$ cat config.mk
export PLATFORM = sky130hd
export DESIGN_NAME = dref_regs
export DESIGN_NICKNAME = d
export VERILOG_FILES = /design/src/shared/dref_pkg.sv /design/src/rtl/dref_regs.sv /design/src/rtl/dref_axil_slave.sv /design/src/rtl/dref_ladder_ctl.sv
export VERILOG_INCLUDE_DIRS = /design/src /design/src/shared
export SDC_FILE = /design/constraint.sdc
export NUM_CORES = 1
export LEC_CHECK = 0
export CELL_PAD_IN_SITES_DETAIL_PLACEMENT = 1
export CELL_PAD_IN_SITES_GLOBAL_PLACEMENT = 1
export CORE_ASPECT_RATIO = 0.75
export CORE_UTILIZATION = 44
export DETAILED_ROUTE_END_ITERATION = 16
export DONT_BUFFER_PORTS = 1
export HOLD_SLACK_MARGIN = 0.1
export PLACE_DENSITY_LB_ADDON = 0.25
export SYNTH_ARGS = -nofsm -noshare
export SYNTH_HDL_FRONTEND = slang
export SYNTH_SLANG_ARGS = --single-unit
export TNS_END_PERCENT = 50
$ cat constraint.sdc
create_clock -name clk -period 1.9 [get_ports clk]
set_input_delay 0.095 -clock clk [delete_from_list [all_inputs] [get_ports clk]]
set_output_delay 0.095 -clock clk [all_outputs]
set_load 0.02 [all_outputs]
$ cat src/shared/dref_defs.svh
`ifndef DREF_DEFS_SVH
`define DREF_DEFS_SVH

// ----------------------------------------
// Register byte addresses
// ----------------------------------------
`define DREF_CTRL_ADDR     4'h0
`define DREF_LEVEL_ADDR    4'h4

// ----------------------------------------
// Field positions
// ----------------------------------------
`define DREF_EN_BIT        7
`define DREF_LPS_BIT       6
`define DREF_OE_BIT        5
`define DREF_PSS_HI        3
`define DREF_PSS_LO        2
`define DREF_LVL_HI        4
`define DREF_LVL_LO        0

// ----------------------------------------
// Reset values and write masks
// ----------------------------------------
`define DREF_CTRL_RST      8'h00
`define DREF_LEVEL_RST     8'h00
`define DREF_CTRL_MASK     8'hec
`define DREF_LEVEL_MASK    8'h1f

// ----------------------------------------
// Bus responses
// ----------------------------------------
`define DREF_RESP_OKAY     2'h0
`define DREF_RESP_SLVERR   2'h2

`endif

$ cat src/shared/dref_pkg.sv
`default_nettype none

package dref_pkg;

  typedef enum logic [1:0]
  {
    DREF_SRC_SUPPLY,
    DREF_SRC_EXT_PIN,
    DREF_SRC_FIXED_BUF,
    DREF_SRC_RESERVED
  } dref_src_t;

  typedef struct packed
  {
    logic      converter_enable;
    logic      low_power_source_select;
    logic      voltage_output_enable;
    dref_src_t positive_source_select;
    logic [4:0] output_level_select;
  } dref_cfg_t;

  typedef struct packed
  {
    logic connect_positive;
    logic connect_negative;
    logic ladder_active;
    logic pin_analog_mode;
    logic pin_digital_read;
  } dref_analog_t;

endpackage

`default_nettype wire

$ cat src/rtl/dref_regs.sv
// Chosen here: the register addresses and the AXI4-Lite slave port.
`timescale 1ns/1ps
`default_nettype none
`include "dref_defs.svh"

// Contract
// - Any reset clears the converter enable bit.
// - Any reset clears the pin output enable.
// - Any reset clears the five-bit level select field.
// - Control register bit 7 enables the converter when set.
// - Control bits 3:2 pick positive source: supply, pin, fixed buffer.
// - Control bits 4 and 1:0 ignore writes and read zero.
// - Level register bits 7:5 ignore writes and read zero.
// - Level register bits 4:0 are a read-write 32-level select.
// - All implemented bits reset to zero on every reset.
// - Low-power select set drops negative source; clear drops positive.
// - Output enable routes the voltage to the pin, overriding digital buffers.
// - Digital read of the pin returns zero while in voltage output.
// - Enabled output equals negative plus difference times level over 32.

module dref_regs
#(
  parameter int LEVEL_BITS = 5
)
(
  input  wire logic              clk,
  input  wire logic              rst,
  input  wire logic [3:0]        s_axi_awaddr,
  input  wire logic              s_axi_awvalid,
  output logic                   s_axi_awready,
  input  wire logic [31:0]       s_axi_wdata,
  input  wire logic [3:0]        s_axi_wstrb,
  input  wire logic              s_axi_wvalid,
  output logic                   s_axi_wready,
  output logic [1:0]             s_axi_bresp,
  output logic                   s_axi_bvalid,
  input  wire logic              s_axi_bready,
  input  wire logic [3:0]        s_axi_araddr,
  input  wire logic              s_axi_arvalid,
  output logic                   s_axi_arready,
  output logic [31:0]            s_axi_rdata,
  output logic [1:0]             s_axi_rresp,
  output logic                   s_axi_rvalid,
  input  wire logic              s_axi_rready,
  input  wire logic              pin_digital_in,
  output dref_pkg::dref_cfg_t    cfg,
  output dref_pkg::dref_analog_t ana,
  output logic [LEVEL_BITS:0]    ladder_numerator
);

  // ----------------------------------------
  // Elaboration check
  // ----------------------------------------
  if (LEVEL_BITS != 5)
  begin : g_bad_width
    $error("LEVEL_BITS must be 5 to fit the level register");
  end

  // ----------------------------------------
  // Bus slave
  // ----------------------------------------
  logic       wr_strobe;
  logic [3:0] wr_addr;
  logic [7:0] wr_byte;
  logic [3:0] rd_addr;
  logic [7:0] rd_byte;
  logic       rd_hit;
  logic       wr_hit;

  function automatic logic addr_known(input logic [3:0] a);
    addr_known = (a == `DREF_CTRL_ADDR) || (a == `DREF_LEVEL_ADDR);
  endfunction

  assign wr_hit = addr_known(wr_addr);
  assign rd_hit = addr_known(rd_addr);

  dref_axil_slave u_bus
  (
    .clk           (clk),
    .rst           (rst),
    .s_axi_awaddr  (s_axi_awaddr),
    .s_axi_awvalid (s_axi_awvalid),
    .s_axi_awready (s_axi_awready),
    .s_axi_wdata   (s_axi_wdata),
    .s_axi_wstrb   (s_axi_wstrb),
    .s_axi_wvalid  (s_axi_wvalid),
    .s_axi_wready  (s_axi_wready),
    .s_axi_bresp   (s_axi_bresp),
    .s_axi_bvalid  (s_axi_bvalid),
    .s_axi_bready  (s_axi_bready),
    .s_axi_araddr  (s_axi_araddr),
    .s_axi_arvalid (s_axi_arvalid),
    .s_axi_arready (s_axi_arready),
    .s_axi_rdata   (s_axi_rdata),
    .s_axi_rresp   (s_axi_rresp),
    .s_axi_rvalid  (s_axi_rvalid),
    .s_axi_rready  (s_axi_rready),
    .wr_strobe     (wr_strobe),
    .wr_addr       (wr_addr),
    .wr_byte       (wr_byte),
    .rd_addr       (rd_addr),
    .rd_byte       (rd_byte),
    .rd_hit        (rd_hit),
    .wr_hit        (wr_hit)
  );

  // ----------------------------------------
  // Pin input synchroniser
  // ----------------------------------------
  // Pin is asynchronous; a change counts once stages two and three agree
  logic [2:0] pin_sync;
  logic       pin_level;
  wire        pin_agree = (pin_sync[1] == pin_sync[2]);

  always_ff @(posedge clk)
  begin
    if (rst)
    begin
      pin_sync  <= 3'h0;
      pin_level <= 1'b0;
    end
    else
    begin
      pin_sync <= {pin_sync[1:0], pin_digital_in};
      if (pin_agree)
        pin_level <= pin_sync[2];
    end
  end

  // ----------------------------------------
  // Control and level registers
  // ----------------------------------------
  logic [7:0] ctrl_reg;
  logic [7:0] level_reg;

  wire wr_ctrl  = wr_strobe && (wr_addr == `DREF_CTRL_ADDR);
  wire wr_level = wr_strobe && (wr_addr == `DREF_LEVEL_ADDR);

  // Masking on write keeps unused bits at zero forever
  wire [7:0] next_ctrl  = wr_byte & `DREF_CTRL_MASK;
  wire [7:0] next_level = wr_byte & `DREF_LEVEL_MASK;

  always_ff @(posedge clk)
  begin
    if (rst)
    begin
      ctrl_reg  <= `DREF_CTRL_RST;
      level_reg <= `DREF_LEVEL_RST;
    end
    else
    begin
      if (wr_ctrl)
        ctrl_reg <= next_ctrl;
      if (wr_level)
        level_reg <= next_level;
    end
  end

  // Reserved source code is stored as written; behaviour is undefined by design
  wire dref_pkg::dref_cfg_t next_cfg =
  '{
    converter_enable:        ctrl_reg[`DREF_EN_BIT],
    low_power_source_select: ctrl_reg[`DREF_LPS_BIT],
    voltage_output_enable:   ctrl_reg[`DREF_OE_BIT],
    positive_source_select:  dref_pkg::dref_src_t'(ctrl_reg[`DREF_PSS_HI:`DREF_PSS_LO]),
    output_level_select:     level_reg[`DREF_LVL_HI:`DREF_LVL_LO]
  };

  // Read mux: stored values, unused bits already zero
  assign rd_byte = (rd_addr == `DREF_CTRL_ADDR)  ? ctrl_reg  :
                   (rd_addr == `DREF_LEVEL_ADDR) ? level_reg : 8'h00;

  // ----------------------------------------
  // Ladder tap selection
  // ----------------------------------------
  // Tap position over 2^5; disabled ladder outputs the clamped end
  logic [LEVEL_BITS:0] next_num;
  assign next_num = next_cfg.converter_enable ? {1'b0, next_cfg.output_level_select} :
                    (next_cfg.low_power_source_select ? 6'h20 : 6'h00);

  always_ff @(posedge clk)
  begin
    if (rst)
    begin
      cfg              <= '0;
      ladder_numerator <= '0;
    end
    else
    begin
      cfg              <= next_cfg;
      ladder_numerator <= next_num;
    end
  end

  dref_ladder_ctl u_ladder
  (
    .clk            (clk),
    .rst            (rst),
    .cfg            (cfg),
    .pin_digital_in (pin_level),
    .ana            (ana)
  );

  // ----------------------------------------
  // Checks
  // ----------------------------------------
  chk_reset_clears:
    assert property (@(posedge clk) rst |=> ctrl_reg == 8'h00 && level_reg == 8'h00)
    else $error("registers not cleared by reset");

  chk_oe_reset:
    assert property (@(posedge clk) rst |=> !cfg.voltage_output_enable && !ana.pin_analog_mode)
    else $error("output enable set after reset");

  chk_level_reset:
    assert property (@(posedge clk) $past(rst) && !rst |=> cfg.output_level_select == 5'h00)
    else $error("level not cleared after reset");

  chk_enable_bit:
    assert property (@(posedge clk) disable iff (rst)
      wr_ctrl ##1 1'b1 |=> cfg.converter_enable == $past(wr_byte[7], 2))
    else $error("enable bit not following write");

  chk_ctrl_unused:
    assert property (@(posedge clk) (ctrl_reg & 8'h13) == 8'h00)
    else $error("unused control bits set");

  chk_level_unused:
    assert property (@(posedge clk) level_reg[7:5] == 3'h0)
    else $error("unused level bits set");

  chk_level_write:
    assert property (@(posedge clk) disable iff (rst)
      wr_level |=> level_reg == {3'h0, $past(wr_byte[4:0])})
    else $error("level write lost");

  chk_pin_read_zero:
    assert property (@(posedge clk) disable iff (rst)
      ana.pin_analog_mode |-> !ana.pin_digital_read)
    else $error("pin read not zero in voltage mode");

  chk_low_power:
    assert property (@(posedge clk) disable iff (rst)
      !ana.ladder_active |-> ana.connect_positive != ana.connect_negative)
    else $error("low power ladder end wrong");

  chk_tap_value:
    assert property (@(posedge clk) disable iff (rst)
      cfg.converter_enable ##1 $stable(cfg) |-> ladder_numerator == {1'b0, cfg.output_level_select})
    else $error("tap not equal level");

  // Follow checks skip the edge right after reset, which still shows reset values
  chk_ctrl_write:
    assert property (@(posedge clk) disable iff (rst)
      wr_ctrl |=> ctrl_reg == {$past(wr_byte[7:5]), 1'b0, $past(wr_byte[3:2]), 2'b00})
    else $error("control write not stored");

  chk_ctrl_hold:
    assert property (@(posedge clk) disable iff (rst)
      !wr_ctrl |=> $stable(ctrl_reg))
    else $error("control changed without write");

  chk_level_hold:
    assert property (@(posedge clk) disable iff (rst)
      !wr_level |=> $stable(level_reg))
    else $error("level changed without write");

  chk_cfg_reset:
    assert property (@(posedge clk) rst |=> cfg == '0 && ladder_numerator == '0)
    else $error("outputs not cleared by reset");

  chk_src_follow:
    assert property (@(posedge clk) disable iff (rst)
      !$past(rst) |-> cfg.positive_source_select == $past(ctrl_reg[`DREF_PSS_HI:`DREF_PSS_LO]))
    else $error("source select not following register");

  chk_level_follow:
    assert property (@(posedge clk) disable iff (rst)
      !$past(rst) |-> cfg.output_level_select == $past(level_reg[`DREF_LVL_HI:`DREF_LVL_LO]))
    else $error("level select not following register");

  chk_ladder_on:
    assert property (@(posedge clk) disable iff (rst)
      !$past(rst) |-> ana.ladder_active == $past(cfg.converter_enable))
    else $error("ladder state not following enable");

  chk_pin_route:
    assert property (@(posedge clk) disable iff (rst)
      !$past(rst) |-> ana.pin_analog_mode == $past(cfg.voltage_output_enable))
    else $error("pin mode not following output enable");

  chk_pin_passthru:
    assert property (@(posedge clk) disable iff (rst)
      !$past(rst) && !$past(cfg.voltage_output_enable) |-> ana.pin_digital_read == $past(pin_level))
    else $error("pin read lost in digital mode");

  chk_sync_filter:
    assert property (@(posedge clk) disable iff (rst)
      pin_agree |=> pin_level == $past(pin_sync[2]))
    else $error("pin level not taken when stages agree");

endmodule

`default_nettype wire

$ cat src/rtl/dref_axil_slave.sv
`timescale 1ns/1ps
`default_nettype none
`include "dref_defs.svh"

module dref_axil_slave
(
  input  wire logic        clk,
  input  wire logic        rst,
  input  wire logic [3:0]  s_axi_awaddr,
  input  wire logic        s_axi_awvalid,
  output logic             s_axi_awready,
  input  wire logic [31:0] s_axi_wdata,
  input  wire logic [3:0]  s_axi_wstrb,
  input  wire logic        s_axi_wvalid,
  output logic             s_axi_wready,
  output logic [1:0]       s_axi_bresp,
  output logic             s_axi_bvalid,
  input  wire logic        s_axi_bready,
  input  wire logic [3:0]  s_axi_araddr,
  input  wire logic        s_axi_arvalid,
  output logic             s_axi_arready,
  output logic [31:0]      s_axi_rdata,
  output logic [1:0]       s_axi_rresp,
  output logic             s_axi_rvalid,
  input  wire logic        s_axi_rready,
  output logic             wr_strobe,
  output logic [3:0]       wr_addr,
  output logic [7:0]       wr_byte,
  output logic [3:0]       rd_addr,
  input  wire logic [7:0]  rd_byte,
  input  wire logic        rd_hit,
  input  wire logic        wr_hit
);

  logic        aw_held;
  logic        w_held;
  logic [3:0]  aw_addr;
  logic [7:0]  w_byte;
  logic        w_lane0;

  wire aw_take = s_axi_awvalid && s_axi_awready;
  wire w_take  = s_axi_wvalid && s_axi_wready;
  wire go_wr   = aw_held && w_held && !s_axi_bvalid;
  wire ar_take = s_axi_arvalid && s_axi_arready;

  // Only lane 0 carries data; other lanes are dropped
  assign wr_strobe = go_wr && w_lane0 && wr_hit;
  assign wr_addr   = aw_addr;
  assign wr_byte   = w_byte;
  assign rd_addr   = s_axi_araddr;

  always_ff @(posedge clk)
  begin
    if (rst)
    begin
      aw_held       <= 1'b0;
      w_held        <= 1'b0;
      aw_addr       <= 4'h0;
      w_byte        <= 8'h00;
      w_lane0       <= 1'b0;
      s_axi_awready <= 1'b0;
      s_axi_wready  <= 1'b0;
      s_axi_bvalid  <= 1'b0;
      s_axi_bresp   <= `DREF_RESP_OKAY;
    end
    else
    begin
      s_axi_awready <= !aw_held && !aw_take;
      s_axi_wready  <= !w_held && !w_take;
      if (aw_take)
      begin
        aw_held <= 1'b1;
        aw_addr <= s_axi_awaddr;
      end
      if (w_take)
      begin
        w_held  <= 1'b1;
        w_byte  <= s_axi_wdata[7:0];
        w_lane0 <= s_axi_wstrb[0];
      end
      if (go_wr)
      begin
        aw_held      <= 1'b0;
        w_held       <= 1'b0;
        s_axi_bvalid <= 1'b1;
        s_axi_bresp  <= wr_hit ? `DREF_RESP_OKAY : `DREF_RESP_SLVERR;
      end
      else if (s_axi_bvalid && s_axi_bready)
      begin
        s_axi_bvalid <= 1'b0;
      end
    end
  end

  always_ff @(posedge clk)
  begin
    if (rst)
    begin
      s_axi_arready <= 1'b0;
      s_axi_rvalid  <= 1'b0;
      s_axi_rdata   <= 32'h0000_0000;
      s_axi_rresp   <= `DREF_RESP_OKAY;
    end
    else
    begin
      s_axi_arready <= !s_axi_rvalid && !ar_take;
      if (ar_take)
      begin
        s_axi_rvalid <= 1'b1;
        s_axi_rdata  <= {24'h00_0000, rd_byte};
        s_axi_rresp  <= rd_hit ? `DREF_RESP_OKAY : `DREF_RESP_SLVERR;
      end
      else if (s_axi_rvalid && s_axi_rready)
      begin
        s_axi_rvalid <= 1'b0;
      end
    end
  end

endmodule

`default_nettype wire

$ cat src/rtl/dref_ladder_ctl.sv
`timescale 1ns/1ps
`default_nettype none

module dref_ladder_ctl
(
  input  wire logic              clk,
  input  wire logic              rst,
  input  wire dref_pkg::dref_cfg_t cfg,
  input  wire logic              pin_digital_in,
  output dref_pkg::dref_analog_t ana
);

  dref_pkg::dref_analog_t next_ana;

  // Low-power state drops one end of the ladder; enabled keeps both
  // Digital input detector is overridden while the pin carries the voltage
  assign next_ana =
  '{
    connect_positive: cfg.converter_enable || cfg.low_power_source_select,
    connect_negative: cfg.converter_enable || !cfg.low_power_source_select,
    ladder_active:    cfg.converter_enable,
    pin_analog_mode:  cfg.voltage_output_enable,
    pin_digital_read: pin_digital_in && !cfg.voltage_output_enable
  };

  always_ff @(posedge clk)
  begin
    // Reset state equals the cleared configuration, so no false edge at release
    if (rst)
      ana <= '{connect_negative: 1'b1, default: 1'b0};
    else
      ana <= next_ana;
  end

endmodule

`default_nettype wire

==> reports/results.ini <==
[routing]
drc=0
first_iter_violations=74
finalWirelength_um=5175
drtPass1Iterations=4
avgViaCountPerCell=4.716
ant_nets=0
wire_per_inst_um=14.70
vias=1660

[hold_path]
min_path_cells=2
min_path_type=in2reg

[global_route]
gr-total-overflow=0
grt_max_degree=58
grt.total_usage=0.2038
grt_antenna_before_repair=0
grt_pass1_vias=1693
grt_pass1_wl_um=8349

[logic_synthesis]
ys_top_cells_by_area=dfxtp_1 (54%), buf_4 (8.8%), nand2_1 (5.3%), a21oi_1 (5.2%), nor2b_1 (4.2%)
synth_top_area_frac=0.5428
postSynthCellCount=247
synth_area_per_cell_um2=9.706
async_reset_ff_frac=0
ys_seq_area_frac=0.5428
ys_ff_latch=65
synth_cell_types=28
post-synth-top-area-cell=dfxtp_1
synth_warnings=0
synth_ff_type=dfxtp_1
synth_edf_count=0
syn_area_um2=2397

[place]
placed_cell_area_um2=2321
globalplace.congestion=0.7212
dp_hpwl_um=3326
port_buffers=0

[clocking]
cts-root-buf=clkbuf_8
clock_path_buffers=2
cts_buffers=9
htree_levels=3
cts_sinks=65
cts_tree=yes
clock_latency_ns=0.35
clk_pin_slew_ns=0.06
post-cts-setup-buffer-count=0

[sta]
timing.final.crit_share=0.9099
slew_viol_final=0
period_minus_slack_ns=1.729
max_freq_mhz=578.4
hold_viol=0
rsz0062_at_grt=no
finClkSkew_ns=0.005793
final-setup-viol-count=0
setup_tns_ns=0

[floorplanning]
die_area_um2=5751
die_h_um=65.93
fp.coreArea_um2=5065
ios=114
rows=22
dieWidth_um=87.23
start_util=0.4733

[final_layout]
nets=328
final_cell_mix=dfxtp_1 (65), nand2_1 (34), dlygate4sd3_1 (29), conb_1 (26), a21oi_1 (25)
regArea_um2=1301
drive_gt1_frac=0.1000
final_cell_area_um2=2830
final_common_cell=dfxtp_1
largest_reg_flops=10
diodes=0
syn_to_final_growth_pct=18.06
multi_input_area_um2=902.1
regMostFlops=cfg
fillers=611

[setup_path]
cp_top_family=buffers and inverters
arrival_ns=2.00
slowest_stage=dlygate4sd3_1
crit_fanout=4
reg2reg_depth=4
cp-start-kind=input pin
endpoint_kind=flip-flop
critPathBufInv=2
max_stage_delay_ns=0.70
crit_top_cell=dlygate4sd3_1
cp.required_ns=2.17
crit_chain=dlygate4sd3_1 -> nor3_1 -> dlygate4sd3_1 -> nand4_1 -> a21oi_1
crit_cells=5
critPathKind=in2reg

[power]
power_density_nw_per_um2=982.5
peakVddDrop_v=0.0004358
leakagePower_nw=1.152

[run_status]
outcome=complete, no violations

[flow_run]
maxCapViolations=0

## cell families after synthesis
logic type | after synthesis | synth area share
other cells | 1 | 0.001564
flops | 65 | 0.5428
compound gates | 28 | 0.06054
buf+inv | 44 | 0.1211
mux | 12 | 0.05845
simple gates | 97 | 0.2156
## worst register-to-register path, cell delays in order (launching register included)
cell	delay (ns)
dfxtp_1	0.48
and2_2	0.35
nand4_1	0.12
dlygate4sd3_1	0.58
a21oi_1	0.12
## final timing paths
kind                        from  slack, ns                    to
max              s_axi_araddr[1]       0.17  u_bus.s_axi_rdata[0]
min                s_axi_arvalid       0.12    u_bus.s_axi_rvalid
max reg2reg  u_bus.s_axi_arready       0.19  u_bus.s_axi_rdata[4]
min reg2reg          pin_sync[0]       0.44           pin_sync[1]
## stage by stage
stage | std cells | power [mW] | utilization | hold WS (ns) | setup slack, ns
2_1_floorplan | 272 | 1.610 | - | 0.1751 | 0.4453
6_report | 352 | 2.781 | 0.5588 | 0.1236 | 0.1712
4_1_cts | 352 | 2.806 | 0.5583 | 0.1153 | 0.07122
3_3_place_gp | 307 | 1.568 | 0.4583 | 0.1722 | 0.4780
3_5_place_dp | 307 | 1.572 | 0.4583 | 0.1745 | 0.4688
5_1_grt | 352 | 2.892 | 0.5588 | 0.1410 | 0.07889
## report_power, final
group	internal (mW)	switching, mW
logic	0.0701	0.116
registers	1.39	0.0341
clock network	0.671	0.497
## cell type report
| type | count | share of cell area |
|---|---|---|
| clock buffer | 13 | 0.05614 |
| clock inverter | 2 | 0.01326 |
| inverter | 6 | 0.007958 |
| multi-input combinational | 163 | 0.3187 |
| sequential | 65 | 0.4598 |
| tap | 72 | 0.03183 |
| timing repair buffer | 31 | 0.1123 |
## routing by layer
metal  vias to the layer above  routed length (um)  track usage
li1                        811                   -            -
met1                       785                2295       0.2277
met2                        56                2404       0.3268
met3                         8                 382       0.1024
met4                         0                  92      0.09221
met5                         -                   0            0
## Yosys cell counts, types with 2 or more instances
cell type and count:
a211oi_1 2, a21oi_1 25, and2_1 7, buf_2 4, buf_4 28, buf_6 2, clkbuf_1 4, dfxtp_1 65
inv_1 6, mux2_2 4, mux2_4 3, mux2i_1 5, nand2_1 34, nand2b_1 9, nand3_1 9, nand4_1 3
nor2_1 7, nor2b_1 16, nor3_1 5
## what timing repair did
item | in CTS | in global routing
hold buffers | 30 | 0
resized for setup | 0 | 2
hold endpoints to repair | 65 | 0
endpoints found under the setup margin | 0 | 2
Note: power is estimated with default switching activity, not from simulation.
